## src/core/alcci_pkg.sv

```systemverilog
// Purpose: shared constants and types of the channel config and irq block
// Assumes: 32-bit register port, byte addresses, one word per register
// Notes:   channel offsets repeat with a fixed stride
package alcci_pkg;
  localparam logic [7:0]  OFF_MODE     = 8'h00;
  localparam logic [7:0]  OFF_STAT     = 8'h04;
  localparam logic [7:0]  OFF_TXHOLD   = 8'h08;
  localparam logic [7:0]  OFF_RXHOLD   = 8'h0c;
  localparam logic [7:0]  CHAN_STRIDE  = 8'h10;
  localparam logic [7:0]  OFF_GSTAT    = 8'h30;
  localparam logic [7:0]  OFF_IEN      = 8'h34;
  localparam logic [7:0]  OFF_IDIS     = 8'h38;
  localparam logic [7:0]  OFF_IMASK    = 8'h3c;
  localparam int          BIT_TX_FREE  = 0;
  localparam int          BIT_TX_DRAIN = 1;
  localparam int          BIT_TX_UNDER = 2;
  localparam int          BIT_RX_FULL  = 4;
  localparam int          BIT_RX_OVER  = 5;
  localparam int          BIT_TX_CDONE = 10;
  localparam int          BIT_TX_CEXH  = 11;
  localparam int          BIT_RX_CDONE = 14;
  localparam int          BIT_RX_CEXH  = 15;
  localparam int          POS_SIZE     = 16;
  localparam int          POS_ENDIAN   = 18;
  localparam int          POS_XFER_ON  = 21;
  localparam int          POS_DMA      = 22;
  localparam logic [31:0] WMASK_A      = 32'h0067_cc37;
  localparam logic [31:0] WMASK_B      = 32'h0027_0037;
  localparam logic [31:0] WMASK_CODEC  = 32'h0000_0037;
  localparam logic [31:0] MODE_RESET   = 32'h0000_0000;
  localparam int          GS_SOF       = 0;
  localparam int          GS_WAKE      = 1;
  localparam int          GS_CODEC     = 2;
  localparam int          GS_CHA       = 3;
  localparam int          GS_CHB       = 4;
  localparam int          GS_W         = 5;
  localparam logic [4:0]  IMASK_RESET  = 5'h00;
  localparam int          SLOT_W       = 20;
  localparam int          NCHAN        = 3;
  typedef enum logic [1:0] {KIND_A, KIND_B, KIND_CODEC} alcci_kind_t;
  // low slot bits left empty for each sample width code
  function automatic logic [4:0] dropBits(input logic [1:0] size);
    case (size)
      2'h0:    dropBits = 5'h00;
      2'h1:    dropBits = 5'h02;
      2'h2:    dropBits = 5'h04;
      default: dropBits = 5'h0a;
    endcase
  endfunction
  function automatic logic [31:0] byteSwap(input logic [31:0] w);
    byteSwap = {w[7:0], w[15:8], w[23:16], w[31:24]};
  endfunction
endpackage

```

## src/core/alcci_chan_if.sv

```systemverilog
// Purpose: register side carrier between the top and one channel
// Assumes: all signals on core_clk
// Notes:   strobes are one cycle pulses from the register decoder
`timescale 1ns/10ps
interface alcci_chan_if;
  logic        modeWr;
  logic        stRd;
  logic        txWr;
  logic        rxRd;
  logic [31:0] wdata;
  logic [31:0] modeQ;
  logic [31:0] statQ;
  logic [31:0] rxHoldQ;
  logic        evt;
  modport ctl  (output modeWr, stRd, txWr, rxRd, wdata, input modeQ, statQ, rxHoldQ, evt);
  modport chan (input modeWr, stRd, txWr, rxRd, wdata, output modeQ, statQ, rxHoldQ, evt);
endinterface

```

## src/core/alcci_chan.sv

```systemverilog
// Purpose: one channel: mode register, holding registers, status and event
// Assumes: slot strobes come from framing logic on core_clk
// Notes:   a write to a full transmit holding register overwrites it
`timescale 1ns/10ps
module alcci_chan #(
  parameter alcci_pkg::alcci_kind_t KIND = alcci_pkg::KIND_A
) (
  input  wire logic        core_clk,
  input  wire logic        arst_n,
  alcci_chan_if.chan       ctl,
  input  wire logic        slotReq,
  input  wire logic        slotRxValid,
  input  wire logic [19:0] slotRxData,
  input  wire logic        varRateOn,
  input  wire logic [3:0]  dmaFlags,
  output logic      [19:0] slotTxData,
  output logic             slotTxValid,
  output logic             dmaTxReq,
  output logic             dmaRxReq
);
  localparam logic [31:0] WMASK = (KIND == alcci_pkg::KIND_A) ? alcci_pkg::WMASK_A :
                                  (KIND == alcci_pkg::KIND_B) ? alcci_pkg::WMASK_B : alcci_pkg::WMASK_CODEC;
  logic [31:0] modeQ;
  logic [31:0] txHoldQ;
  logic [31:0] rxHoldQ;
  logic        txFullQ;
  logic        txDrainQ;
  logic        underQ;
  logic        rxFullQ;
  logic        overQ;
  logic        eventQ;
  logic [31:0] statD;
  logic [31:0] txWord;
  logic [31:0] rxWord;
  logic [4:0]  drop;
  logic        xferOn;
  logic        route;
  logic        take;
  logic        rxLoad;
  // the codec channel has no control fields and always runs at full width
  assign xferOn = (KIND == alcci_pkg::KIND_CODEC) | modeQ[alcci_pkg::POS_XFER_ON];
  assign route  = modeQ[alcci_pkg::POS_DMA];
  assign drop   = alcci_pkg::dropBits(modeQ[alcci_pkg::POS_SIZE +: 2]);
  assign take   = slotReq & xferOn & txFullQ;
  assign rxLoad = slotRxValid & xferOn;
  assign txWord = modeQ[alcci_pkg::POS_ENDIAN] ? alcci_pkg::byteSwap(txHoldQ) : txHoldQ;
  assign rxWord = {12'h000, slotRxData} >> drop;
  always_ff @(posedge core_clk or negedge arst_n) begin
    if (!arst_n) begin
      modeQ <= alcci_pkg::MODE_RESET;
    end else if (ctl.modeWr) begin
      modeQ <= ctl.wdata & WMASK;
    end
  end
  always_ff @(posedge core_clk or negedge arst_n) begin
    if (!arst_n) begin
      txHoldQ  <= 32'h0000_0000;
      txFullQ  <= 1'b0;
      txDrainQ <= 1'b0;
    end else begin
      if (ctl.txWr && xferOn) begin
        txHoldQ <= ctl.wdata;
      end
      txFullQ  <= (ctl.txWr & xferOn) | (txFullQ & ~take);
      txDrainQ <= ~(ctl.txWr & xferOn) & (take | txDrainQ);
    end
  end
  always_ff @(posedge core_clk or negedge arst_n) begin
    if (!arst_n) begin
      slotTxData  <= 20'h00000;
      slotTxValid <= 1'b0;
    end else begin
      slotTxValid <= take;
      slotTxData  <= take ? 20'((txWord << drop) & 32'h000f_ffff) : 20'h00000;
    end
  end
  // cleared by status read, set wins
  always_ff @(posedge core_clk or negedge arst_n) begin
    if (!arst_n) begin
      underQ <= 1'b0;
      overQ  <= 1'b0;
    end else begin
      underQ <= (slotReq & xferOn & ~txFullQ & varRateOn) | (underQ & ~ctl.stRd);
      overQ  <= (rxLoad & rxFullQ & ~ctl.rxRd) | (overQ & ~ctl.stRd);
    end
  end
  always_ff @(posedge core_clk or negedge arst_n) begin
    if (!arst_n) begin
      rxHoldQ <= 32'h0000_0000;
      rxFullQ <= 1'b0;
    end else begin
      if (rxLoad) begin
        rxHoldQ <= modeQ[alcci_pkg::POS_ENDIAN] ? alcci_pkg::byteSwap(rxWord) : rxWord;
      end
      rxFullQ <= rxLoad | (rxFullQ & ~ctl.rxRd);
    end
  end
  always_comb begin
    statD = 32'h0000_0000;
    statD[alcci_pkg::BIT_TX_FREE]  = ~txFullQ;
    statD[alcci_pkg::BIT_TX_DRAIN] = txDrainQ;
    statD[alcci_pkg::BIT_TX_UNDER] = underQ;
    statD[alcci_pkg::BIT_RX_FULL]  = rxFullQ;
    statD[alcci_pkg::BIT_RX_OVER]  = overQ;
    statD[alcci_pkg::BIT_TX_CDONE] = route & dmaFlags[0];
    statD[alcci_pkg::BIT_TX_CEXH]  = route & dmaFlags[1];
    statD[alcci_pkg::BIT_RX_CDONE] = route & dmaFlags[2];
    statD[alcci_pkg::BIT_RX_CEXH]  = route & dmaFlags[3];
  end
  always_ff @(posedge core_clk or negedge arst_n) begin
    if (!arst_n) begin
      eventQ   <= 1'b0;
      dmaTxReq <= 1'b0;
      dmaRxReq <= 1'b0;
    end else begin
      eventQ   <= |(statD & modeQ & 32'h0000_ffff);
      dmaTxReq <= route & xferOn & ~txFullQ;
      dmaRxReq <= route & xferOn & rxFullQ;
    end
  end
  assign ctl.modeQ   = modeQ;
  assign ctl.statQ   = statD;
  assign ctl.rxHoldQ = rxHoldQ;
  assign ctl.evt     = eventQ;
  a_event_follow: assert property (@(posedge core_clk) disable iff (!arst_n)
    eventQ == $past(|(statD & modeQ & 32'h0000_ffff))) else $error("event flag off");
  a_slot_justify: assert property (@(posedge core_clk) disable iff (!arst_n)
    slotTxValid |-> ((32'(slotTxData) & ((32'h1 << $past(drop)) - 32'h1)) == 32'h0))
    else $error("slot low bits not zero");
  a_xfer_gate: assert property (@(posedge core_clk) disable iff (!arst_n)
    !xferOn |=> !slotTxValid) else $error("slot sent while disabled");
endmodule

```

## src/core/alcci_top.sv

```systemverilog
// Purpose: channel config, global status and interrupt mask of the link controller
// Assumes: link pins are asynchronous to core_clk; bit clock much slower than core_clk
// Notes:   read data stand only in the cycle after a read strobe, zero otherwise
// Notes on behaviour
// - endian bit 1 byte-swaps channel words between memory and link
// - width code 0..3 selects 20, 18, 16 or 10 bit samples
// - slots are 20 bits, sample msb-justified, low bits zero
// - channels A and B move data only while their enable bit is set; the codec channel always does
// - dma routing bit enables dma flags and requests, else suppressed
// - mode mask bits 0,1,2,4,5 read back and gate channel events
// - dma event mask bits behave like other mask bits
// - reading global status clears wake and frame start flags
// - frame start flag set when a frame start seen since last read
// - wake flag set on rising edge of codec serial input
// - codec event high while codec status and mask overlap
// - channel A event high while its status and mask overlap
// - channel B event high while its status and mask overlap
// - enable-set register ones set global mask bits
// - enable-clear register ones clear global mask bits
// - mask view register reads current global mask
// - status read clears overflow and underflow; underflow only in variable rate
// - receive holding full flag shows loaded receive data
`timescale 1ns/10ps
module alcci_top (
  input  wire logic             core_clk,
  input  wire logic             arst_n,
  input  wire logic [7:0]       regAddr,
  input  wire logic [31:0]      regWdata,
  input  wire logic             regWr,
  input  wire logic             regRd,
  output logic      [31:0]      regRdata,
  input  wire logic             bitClkPin,
  input  wire logic             syncPin,
  input  wire logic             sdataInPin,
  input  wire logic             varRateOn,
  input  wire logic [3:0]       dmaFlagsA,
  input  wire logic [2:0]       slotReq,
  input  wire logic [2:0]       slotRxValid,
  input  wire logic [2:0][19:0] slotRxData,
  output wire logic [2:0][19:0] slotTxData,
  output wire logic [2:0]       slotTxValid,
  output wire logic [2:0]       dmaTxReq,
  output wire logic [2:0]       dmaRxReq,
  output logic                  irqOut
);
  // pin index: 0 bit clock, 1 sync, 2 serial input
  logic [2:0]  pinS1Q;
  logic [2:0]  pinS2Q;
  logic [2:0]  pinS3Q;
  logic [2:0]  pinFiltQ;
  logic [2:0]  pinPrevQ;
  logic        syncSmpQ;
  logic        frameStart;
  logic        wakeRise;
  logic        sofQ;
  logic        wakeQ;
  logic [4:0]  imaskQ;
  logic        irqQ;
  logic [4:0]  gstat;
  logic        gstatRead;
  logic        ienWr;
  logic        idisWr;
  logic [31:0] rdD;
  logic [31:0] modeV [alcci_pkg::NCHAN];
  logic [31:0] statV [alcci_pkg::NCHAN];
  logic [31:0] rxV   [alcci_pkg::NCHAN];
  logic [2:0]  evtV;
  alcci_chan_if chIf [alcci_pkg::NCHAN] ();

  function automatic logic hit(input logic [7:0] a, input logic [7:0] off);
    hit = (a == off);
  endfunction

  // three stage sync; the filtered level only moves when stages two and three agree
  always_ff @(posedge core_clk or negedge arst_n) begin
    if (!arst_n) begin
      pinS1Q   <= 3'h0;
      pinS2Q   <= 3'h0;
      pinS3Q   <= 3'h0;
      pinFiltQ <= 3'h0;
      pinPrevQ <= 3'h0;
    end else begin
      pinS1Q   <= {sdataInPin, syncPin, bitClkPin};
      pinS2Q   <= pinS1Q;
      pinS3Q   <= pinS2Q;
      pinFiltQ <= (pinS2Q & pinS3Q) | (pinFiltQ & (pinS2Q | pinS3Q));
      pinPrevQ <= pinFiltQ;
    end
  end

  // sync is only meaningful at bit clock rising edges
  always_ff @(posedge core_clk or negedge arst_n) begin
    if (!arst_n) begin
      syncSmpQ <= 1'b0;
    end else if (pinFiltQ[0] && !pinPrevQ[0]) begin
      syncSmpQ <= pinFiltQ[1];
    end
  end
  assign frameStart = pinFiltQ[0] & ~pinPrevQ[0] & pinFiltQ[1] & ~syncSmpQ;
  // wake edges are seen even while the bit clock stands still
  assign wakeRise   = pinFiltQ[2] & ~pinPrevQ[2];

  assign gstatRead = regRd & hit(regAddr, alcci_pkg::OFF_GSTAT);
  assign ienWr     = regWr & hit(regAddr, alcci_pkg::OFF_IEN);
  assign idisWr    = regWr & hit(regAddr, alcci_pkg::OFF_IDIS);

  // read clears, a new event in the same cycle wins
  always_ff @(posedge core_clk or negedge arst_n) begin
    if (!arst_n) begin
      sofQ  <= 1'b0;
      wakeQ <= 1'b0;
    end else begin
      sofQ  <= frameStart | (sofQ & ~gstatRead);
      wakeQ <= wakeRise | (wakeQ & ~gstatRead);
    end
  end

  always_comb begin
    gstat = 5'h00;
    gstat[alcci_pkg::GS_SOF]   = sofQ;
    gstat[alcci_pkg::GS_WAKE]  = wakeQ;
    gstat[alcci_pkg::GS_CODEC] = evtV[2];
    gstat[alcci_pkg::GS_CHA]   = evtV[0];
    gstat[alcci_pkg::GS_CHB]   = evtV[1];
  end

  always_ff @(posedge core_clk or negedge arst_n) begin
    if (!arst_n) begin
      imaskQ <= alcci_pkg::IMASK_RESET;
    end else begin
      imaskQ <= (imaskQ & ~(idisWr ? regWdata[alcci_pkg::GS_W-1:0] : 5'h00))
              | (ienWr ? regWdata[alcci_pkg::GS_W-1:0] : 5'h00);
    end
  end

  always_ff @(posedge core_clk or negedge arst_n) begin
    if (!arst_n) begin
      irqQ <= 1'b0;
    end else begin
      irqQ <= |(gstat & imaskQ);
    end
  end
  assign irqOut = irqQ;

  genvar k;
  generate
    for (k = 0; k < alcci_pkg::NCHAN; k++) begin : g_chan
      localparam logic [7:0] BASE = 8'(k) * alcci_pkg::CHAN_STRIDE;
      localparam alcci_pkg::alcci_kind_t KIND = (k == 0) ? alcci_pkg::KIND_A :
                                                (k == 1) ? alcci_pkg::KIND_B : alcci_pkg::KIND_CODEC;
      assign chIf[k].modeWr = regWr & hit(regAddr, BASE + alcci_pkg::OFF_MODE);
      assign chIf[k].txWr   = regWr & hit(regAddr, BASE + alcci_pkg::OFF_TXHOLD);
      assign chIf[k].stRd   = regRd & hit(regAddr, BASE + alcci_pkg::OFF_STAT);
      assign chIf[k].rxRd   = regRd & hit(regAddr, BASE + alcci_pkg::OFF_RXHOLD);
      assign chIf[k].wdata  = regWdata;
      assign modeV[k]       = chIf[k].modeQ;
      assign statV[k]       = chIf[k].statQ;
      assign rxV[k]         = chIf[k].rxHoldQ;
      assign evtV[k]        = chIf[k].evt;
      alcci_chan #(
        .KIND (KIND)
      ) u_chan (
        .core_clk    (core_clk),
        .arst_n      (arst_n),
        .ctl         (chIf[k]),
        .slotReq     (slotReq[k]),
        .slotRxValid (slotRxValid[k]),
        .slotRxData  (slotRxData[k]),
        .varRateOn   (varRateOn),
        .dmaFlags    ((k == 0) ? dmaFlagsA : 4'h0),
        .slotTxData  (slotTxData[k]),
        .slotTxValid (slotTxValid[k]),
        .dmaTxReq    (dmaTxReq[k]),
        .dmaRxReq    (dmaRxReq[k])
      );
    end
  endgenerate

  // mask view and read mux; unmapped and write-only read zero
  always_comb begin
    rdD = 32'h0000_0000;
    for (int i = 0; i < alcci_pkg::NCHAN; i++) begin
      if (regAddr == 8'(i) * alcci_pkg::CHAN_STRIDE + alcci_pkg::OFF_MODE) begin
        rdD = modeV[i];
      end
      if (regAddr == 8'(i) * alcci_pkg::CHAN_STRIDE + alcci_pkg::OFF_STAT) begin
        rdD = statV[i];
      end
      if (regAddr == 8'(i) * alcci_pkg::CHAN_STRIDE + alcci_pkg::OFF_RXHOLD) begin
        rdD = rxV[i];
      end
    end
    if (hit(regAddr, alcci_pkg::OFF_GSTAT)) begin
      rdD = {27'h0000000, gstat};
    end
    if (hit(regAddr, alcci_pkg::OFF_IMASK)) begin
      rdD = {27'h0000000, imaskQ};
    end
  end

  always_ff @(posedge core_clk or negedge arst_n) begin
    if (!arst_n) begin
      regRdata <= 32'h0000_0000;
    end else begin
      regRdata <= regRd ? rdD : 32'h0000_0000;
    end
  end

  a_sof_sticky: assert property (@(posedge core_clk) disable iff (!arst_n)
    frameStart |=> sofQ) else $error("frame start lost");
  a_wake_sticky: assert property (@(posedge core_clk) disable iff (!arst_n)
    wakeRise |=> wakeQ) else $error("wake edge lost");
  a_read_clears: assert property (@(posedge core_clk) disable iff (!arst_n)
    (gstatRead && !frameStart && !wakeRise) |=> (!sofQ && !wakeQ)) else $error("status read did not clear");
  a_read_shows: assert property (@(posedge core_clk) disable iff (!arst_n)
    gstatRead |=> regRdata == {27'h0000000, $past(gstat)}) else $error("status read wrong");
  a_mask_set: assert property (@(posedge core_clk) disable iff (!arst_n)
    ienWr |=> ((imaskQ & $past(regWdata[4:0])) == $past(regWdata[4:0]))) else $error("mask not set");
  a_mask_clear: assert property (@(posedge core_clk) disable iff (!arst_n)
    idisWr |=> ((imaskQ & $past(regWdata[4:0])) == 5'h00)) else $error("mask not cleared");
  a_mask_hold: assert property (@(posedge core_clk) disable iff (!arst_n)
    (!ienWr && !idisWr) |=> $stable(imaskQ)) else $error("mask changed without write");
  a_mask_view: assert property (@(posedge core_clk) disable iff (!arst_n)
    (regRd && hit(regAddr, alcci_pkg::OFF_IMASK)) |=> regRdata == {27'h0000000, $past(imaskQ)})
    else $error("mask view wrong");
  a_irq_follow: assert property (@(posedge core_clk) disable iff (!arst_n)
    irqOut == $past(|(gstat & imaskQ))) else $error("irq does not follow masked status");
  a_rdata_idle: assert property (@(posedge core_clk) disable iff (!arst_n)
    !regRd |=> regRdata == 32'h0000_0000) else $error("read data outside read slot");
  a_sof_quiet: assert property (@(posedge core_clk) disable iff (!arst_n)
    (!sofQ && !frameStart) |=> !sofQ) else $error("frame flag set without cause");
endmodule

```

## config.mk

```make
export PLATFORM = sky130hd
export DESIGN_NAME = alcci_top
export DESIGN_NICKNAME = d
export VERILOG_FILES = /design/src/core/alcci_pkg.sv /design/src/core/alcci_chan_if.sv /design/src/core/alcci_chan.sv /design/src/core/alcci_top.sv
export SDC_FILE = /design/constraint.sdc
export NUM_CORES = 1
export LEC_CHECK = 0
export ABC_CLOCK_PERIOD_IN_PS = 1700
export BUFFER_PORTS_ARGS = -buffer_cell sky130_fd_sc_hd__buf_2
export CAP_MARGIN = 0
export CELL_PAD_IN_SITES_DETAIL_PLACEMENT = 1
export CELL_PAD_IN_SITES_GLOBAL_PLACEMENT = 1
export CORE_MARGIN = 2
export CORE_UTILIZATION = 41
export DETAILED_ROUTE_END_ITERATION = 12
export PLACE_DENSITY_LB_ADDON = 0.15
export REMOVE_ABC_BUFFERS = 1
export SETUP_SLACK_MARGIN = 0.2
export SYNTH_ARGS = -nofsm -noshare
export SYNTH_HDL_FRONTEND = slang
export SYNTH_SLANG_ARGS = --single-unit
```

## constraint.sdc

```tcl
create_clock -name core_clk -period 1.7 [get_ports core_clk]
set_clock_uncertainty 0.15 [all_clocks]
set_input_delay 0.17 -clock core_clk [delete_from_list [all_inputs] [get_ports core_clk]]
set_output_delay 0.17 -clock core_clk [all_outputs]
set_load 0.01 [all_outputs]
```

==> metrics, run 1 <==
hpwl dp=37,700 um; Core ar.=36,700 um^2; Num CTS Buffers=38; vias per inst=5.65; Post-Syn Instances=1,409; P_leak=10.3 nW; I/O Buffers=215; DRC viols=0; unrepaired setup endpoints after global routing=true; Clock Path Buffers=3; Routed Wire Length=roughly 57,000 um; Total GRT Usage=between 20% and 30%; CP required=1.98 ns; DIE WIDTH=between 150 and 200 um; Hold Path Class=input pin to async pin; initial drt markers=roughly 820; drt first pass iters=7; WHS=-0.0398 ns; fin. max-slew vios=0; placed insts=between 2,000 and 2,500; PwrDens=approximately 950 nW/um^2; relative slew slack=62.5%; initial antenna violation count=3; TritonCTS clock tree=done; area fraction in compound gates after synthesis=13.5%; Max Clk Rate=557 MHz; Worst setup SP type=flip-flop; post-route worst setup slack=-0.0947 ns; Adder-Cell Fraction of Synth Area=0.197%; Die Footprint=approximately 39,000 um^2; Vias=13,300; Setup CP Type=flip-flop to flip-flop; Max-cap violations=0; post-synthesis mux area share=13.9%; minimum clock period=approximately 1.8 ns; dpl ws=-0.269 ns; Slew @ Worst Pin=0.563 ns; ys flop type=dfrtp_1; IO Count=220; clock sinks=334; total power=between 0.02 and 0.025 W; Die H=197 um; routed wl met2=28,200 um; XOR/XNOR share of the synthesized area=0.0573%; top sig layer=met5; crit path max fanout=7; VDD IR max=610 uV; Met3 Wirelength=2440 um; clock root buffer=clkbuf_16; area delta synth->final=43.2%; Post-synth EDFFs=0; Synth cell types=63; largest family of logic cells by synthesized area=multiplexers; Rows=70; CP arrival=2.07 ns; final core occ=59.6%; failing checks=negative hold slack, negative setup slack; fin crit share=106%; sequential area share after synthesis=between 50 and 60%; endpoint class of the critical path=flip-flop; Initial Utilization=41.6%; synthesized area=between 15,000 and 20,000 um^2; Routed WL per cell=24.3 um; GPL Wtd Cong=0.891; syn_area_per_cell=approximately 11 um^2; simple-gate share of the synthesized area=13.9%; asr flop ratio synth=100%; clk_lat worst skew=0.57 ns; #FFs+latches synth=between 300 and 400; worst reg-to-reg setup slack=-0.09 ns; final setup violation count=21; status=finished with violations; count of final hold-check violations=32; DRT met1 WL=approximately 25,000 um; non-filler cells, final=2,352; first-pass GRT wire length=84,200 um; GR Overflow Total=0; Ys Warns=0; layout cell share with drive strength beyond 1=38.8%; DRT antenna net count=0; vias in the first global route=roughly 14,000; CTS clk-pin slew, worst paths=0.06 ns; fillers=about 3,800; largest net degree at the start of global routing=64; Max H-tree Level=2; NumNets Final=1,971; CTS Hold Buffers Added=between 90 and 100
==> kinds of logic after synthesis <==
| logic type | count (synthesis) |
|---|---|
| simple gates | 486 |
| buf+inv | 124 |
| xor+xnor | 1 |
| mux | 167 |
| flops | 334 |
| fa+ha+maj | 3 |
| other cells | 1 |
| compound gates | 293 |
==> area by class of cell <==
class                   instances  area (um^2)  share of cell area (%)
well taps                     468          586                    2.68
clock buffers                  54         1110                    5.08
flip-flops and latches        334         8370                    38.3
multi-input cells             954         7150                    32.7
repair buffers                511         4300                    19.7
clock inverters                15          297                    1.35
inverters                      14         60.1                   0.274
diodes                          2         5.00                  0.0229
==> state kept, by name, indices dropped and copies added (netlist names), 5 cells and up <==
signal,flops
g_chan.u_chan.txHoldQ,84
imaskQ,5
regRdata,32
g_chan.u_chan.slotTxData,60
g_chan.u_chan.ctl.modeQ,28
g_chan.u_chan.ctl.rxHoldQ,84
==> metal layers <==
metal	global-route usage, %	up-vias
met4	10.7	2
met3	3.67	103
met1	38.2	6900
li1	-	5904
met5	0	-
met2	48.4	378
==> Yosys cell counts, types with 4 or more instances <==
| master | n | area, um^2 |
|---|---|---|
| nor2b_1 | 11 | 68.8 |
| nand3_1 | 17 | 85.1 |
| o31ai_1 | 4 | 30.0 |
| a2111oi_0 | 4 | 35.0 |
| a21oi_1 | 47 | 235 |
| a22oi_1 | 30 | 225 |
| nor2_1 | 97 | 364 |
| buf_1 | 7 | 26.3 |
| a31oi_1 | 12 | 75.1 |
| buf_4 | 11 | 82.6 |
| nor4_1 | 4 | 25.0 |
| o21ai_0 | 59 | 295 |
| buf_2 | 48 | 240 |
| nand2_1 | 291 | 1090 |
| nor3_1 | 6 | 30.0 |
| a221oi_1 | 4 | 35.0 |
| o22ai_1 | 9 | 56.3 |
| inv_1 | 14 | 52.6 |
| and3_1 | 29 | 181 |
| and2_1 | 4 | 25.0 |
| o211ai_1 | 7 | 52.6 |
| nand2b_1 | 9 | 56.3 |
| a211oi_1 | 19 | 143 |
| a22o_1 | 51 | 447 |
| mux2_1 | 10 | 113 |
| clkbuf_1 | 44 | 165 |
| mux2_2 | 76 | 856 |
| mux4_2 | 28 | 631 |
| a222oi_1 | 12 | 120 |
| mux2i_1 | 53 | 531 |
| dfrtp_1 | 334 | 8360 |
| o22a_1 | 11 | 96.3 |
| o21a_1 | 4 | 30.0 |
==> placed cells by master (no fill, tap or decap), types with 9 or more instances in the layout <==
cell | netlist | routed
nand2_1 | 291 | 287
a22oi_1 | 30 | 19
a222oi_1 | 12 | 12
a22o_1 | 51 | 51
a22oi_2 | 0 | 11
buf_6 | 0 | 33
mux2i_1 | 53 | 32
clkbuf_8 | 0 | 10
inv_1 | 14 | 12
a21oi_1 | 47 | 27
dlygate4sd3_1 | 0 | 97
mux2i_4 | 0 | 10
nor2_1 | 97 | 77
nand3_1 | 17 | 15
buf_8 | 0 | 9
a21oi_2 | 0 | 20
dfrtp_1 | 334 | 325
mux2_1 | 10 | 10
mux4_2 | 28 | 28
o21ai_0 | 59 | 30
buf_12 | 0 | 35
a31oi_1 | 12 | 12
buf_4 | 11 | 115
clkbuf_16 | 0 | 43
buf_2 | 48 | 215
mux2i_2 | 0 | 11
o21ai_1 | 0 | 23
and3_1 | 29 | 27
a211oi_2 | 1 | 12
nor2_2 | 2 | 15
o22a_1 | 11 | 11
mux2_2 | 76 | 69
==> timing repair <==
item	4_1_cts	5_1_grt
setup endpoints to repair	139	143
pin swaps	16	63
buffers inserted	22	28
gates cloned	3	7
endpoints found under the hold margin	599	30
gates resized for setup	102	166
==> stage by stage <==
step,instance area [um^2],setup TNS (ns)
6_report,21900,-0.566
5_1_grt,21900,-2.26
4_1_cts,20800,0
3_5_place_dp,17800,-14.55
3_3_place_gp,17800,-6.87
2_1_floorplan,14800,-131.38
==> critical path, stage by stage, from the launching register on <==
cell and delay [ns]:
dfrtp_2 0.50, buf_6 0.17, buf_16 0.14, a211oi_4 0.23
a211oi_1 0.09, a31oi_1 0.26, o21ai_1 0.10
==> power breakdown <==
| part | switching (W) | leakage (nW) | internal, W | total [W] |
|---|---|---|---|---|
| registers | 0.000498 | 4.49 | 0.00843 | 0.00893 |
| clock network | 0.00352 | 0.688 | 0.00579 | 0.00931 |
| logic | 0.00127 | 5.08 | 0.00123 | 0.00250 |
| total | 0.00530 | 10.3 | 0.0154 | 0.0207 |
==> worst paths after layout <==
check                                                                start                                      endpoint  cells past startpoint
worst max register to register  g_chan[1].u_chan.ctl.modeQ[17]$_DFFE_PN0P_  g_chan[1].u_chan.ctl.rxHoldQ[10]$_DFFE_PN0P_                      6
max in group asynchronous                                           arst_n     g_chan[0].u_chan.slotTxData[11]$_DFF_PN0_                      3
worst min-delay path                                                arst_n  g_chan[0].u_chan.ctl.rxHoldQ[22]$_DFFE_PN0P_                      2
min in group core_clk                                        slotRxData[4]  g_chan[0].u_chan.ctl.rxHoldQ[28]$_DFFE_PN0P_                      5
worst min register to register                         pinS1Q[1]$_DFF_PN0_                           pinS2Q[1]$_DFF_PN0_                      0
worst max-delay path            g_chan[1].u_chan.ctl.modeQ[17]$_DFFE_PN0P_  g_chan[1].u_chan.ctl.rxHoldQ[10]$_DFFE_PN0P_                      6
No activity file was read; power rests on OpenSTA's default activity.
==> run 2: changes to the inputs <==
ABC_CLOCK_PERIOD_IN_PS = 1460   (was 1700)
REMOVE_ABC_BUFFERS = default   (was 1)
SETUP_SLACK_MARGIN = 0.05   (was 0.2)
clock period = 1.46 ns   (was 1.7 ns; I/O delays follow)
==> metrics, run 2 (synthesized netlist as in run 1, its figures left out) <==
status=finished with violations; failing checks=negative setup slack; CTS clk-pin slew, worst paths=0.06 ns (about the same); Vias=13,500 (+1.8%); GPL Wtd Cong=0.933 (+4.8%); clock root buffer=clkbuf_16; Rows=70 (unchanged); Die Footprint=38,800 um^2 (unchanged); TritonCTS clock tree=done; IO Count=220 (unchanged); VDD IR max=674 uV (+11%); Core ar.=36,700 um^2 (unchanged); Max H-tree Level=2 (unchanged); total power=0.0232 W (+12%); fin crit share=120% (+15 points); number of diodes=0 (-2); Worst setup SP type=flip-flop; relative slew slack=51.2% (-11 points); Num CTS Buffers=39 (+2.6%); Routed Wire Length=58,800 um (+2.7%); count of final hold-check violations=0 (-100%); area delta synth->final=46.1%; crit path max fanout=8 (+1); drt first pass iters=7 (unchanged); fillers=3,814 (+0.37%); GR Overflow Total=0 (unchanged); post-route worst setup slack=-0.297 ns (-0.203 ns); PwrDens=1040 nW/um^2 (+9.5%); Die H=197 um (unchanged); Setup CP Type=flip-flop to flip-flop; Initial Utilization=41.6% (unchanged); commonest non-fill, non-tap cell in the layout=dfrtp_1; hpwl dp=39,200 um (+3.9%); Slew @ Worst Pin=0.729 ns (+0.166 ns); Routed WL per cell=24.7 um (+1.5%); clk_lat worst skew=0.55 ns (-0.02 ns); most frequent cells in the layout=323 x dfrtp_1, 284 x nand2_1, 214 x buf_2, 136 x buf_4, 100 x dlygate4sd3_1; setup TNS=-19.68 ns (-19.12 ns); DRT antenna net count=0 (unchanged); initial antenna violation count=2 (-1); I/O Buffers=215 (unchanged); DIE WIDTH=197 um (unchanged); WHS=0.0323 ns (+0.0721 ns); fin. max-slew vios=0 (unchanged); Hold Path Class=input pin to flip-flop; final setup violation count=123 (+490%); unrepaired setup endpoints after global routing=true; largest net degree at the start of global routing=61 (-4.7%); initial drt markers=795 (-2.9%); first-pass GRT wire length=87,700 um (+4.1%); CP arrival=2.09 ns (+0.02 ns); Max Clk Rate=569 MHz (+2.1%); placed inst area=18,600 um^2 (+4.2%); P_leak=10.4 nW (+1.4%); vias per inst=5.68 (+0.61%); clock sinks=334 (unchanged); final core occ=60.8% (+1.2 points); largest registers=g_chan.u_chan.ctl.rxHoldQ x84, g_chan.u_chan.txHoldQ x84, g_chan.u_chan.slotTxData x60; CP required=1.79 ns (-0.19 ns); endpoint class of the critical path=flip-flop; layout cell share with drive strength beyond 1=42.0% (+3.2 points); minimum clock period=1.76 ns (-0.0373 ns); DRC viols=0 (unchanged); Total GRT Usage=30.1% (+1.4 points); post-route cell area=22,300 um^2 (+2.0%); Clock Path Buffers=3 (unchanged); NumNets Final=2,006 (+1.8%); Max-cap violations=0 (unchanged); vias in the first global route=14,500 (+2.4%)
## run 2: cell types whose count changed in the layout (fill, tap and decap cells not counted), sizes merged
cell,before,now
diode,2,0
bufinv,8,2
nor2,99,100
dlygate4sd3,97,100
clkinvlp,3,1
and3,29,31
clkinv,4,5
clkbuf,59,58
inv,14,15
buf,408,439
## run 2: layout make-up
cell class | count | area [um^2] | share of cell area [%]
Inverter | 14 | 55.1 | 0.247
Clock inverter | 9 | 105 | 0.471
Sequential cell | 334 | 8370 | 37.5
Tap cell | 468 | 586 | 2.62
Multi-Input combinational cell | 957 | 7580 | 34.0
Timing Repair Buffer | 542 | 4500 | 20.2
Clock buffer | 56 | 1120 | 5.02
## run 2: power breakdown
| part | internal, W | switching (W) |
|---|---|---|
| clock | 0.00566 | 0.00395 |
| sequential | 0.00982 | 0.000557 |
| combinational | 0.00155 | 0.00164 |
## run 2: repair_timing
item,CTS,global route
endpoints found under the setup margin,150,159
pin swaps,65,49
endpoints found under the hold margin,592,13
gates resized for setup,201,88
hold buffers,100,1
cloned,4,3
setup buffers,30,10
## run 2: per-layer routing
| layer | track usage (%) | vias up | wire, um |
|---|---|---|---|
| met1 | 37.5 | 6925 | 23700 |
| met3 | 4.66 | 176 | 2760 |
| met5 | 0 | - | 26 |
| met2 | 51.5 | 452 | 29100 |
| li1 | - | 5970 | - |
| met4 | 14.4 | 4 | 3250 |
## run 2: worst paths after layout
path | startpoint | end | slack (ns) | depth (start not counted)
max in group asynchronous | arst_n | g_chan[0].u_chan.txFullQ$_DFF_PN0_ | -0.15 | 3
hold / removal | slotRxData[23] | g_chan[1].u_chan.ctl.rxHoldQ[3]$_DFFE_PN0P_ | 0.03 | 3
hold reg to reg | pinS1Q[2]$_DFF_PN0_ | pinS2Q[2]$_DFF_PN0_ | 0.20 | 0
setup / recovery | g_chan[0].u_chan.ctl.modeQ[18]$_DFFE_PN0P_ | g_chan[0].u_chan.slotTxData[15]$_DFF_PN0_ | -0.30 | 4
min in group asynchronous | arst_n | g_chan[0].u_chan.ctl.rxHoldQ[18]$_DFFE_PN0P_ | 0.11 | 3
setup reg to reg | g_chan[0].u_chan.ctl.modeQ[18]$_DFFE_PN0P_ | g_chan[0].u_chan.slotTxData[15]$_DFF_PN0_ | -0.30 | 4
## run 2: worst max-delay path: stages, from the launching register on
cell	delay, ns
dfrtp_4	0.57
buf_8	0.18
mux2i_4	0.19
mux4_2	0.50
nor2_2	0.10
## run 2: metrics by stage
stage	worst slack, ns	instances
after floorplan	-0.126	1412
after global placement	-0.428	2178
after detailed placement	-0.449	2178
after CTS	-0.275	2371
final	-0.297	2380
after global routing	-0.347	2380
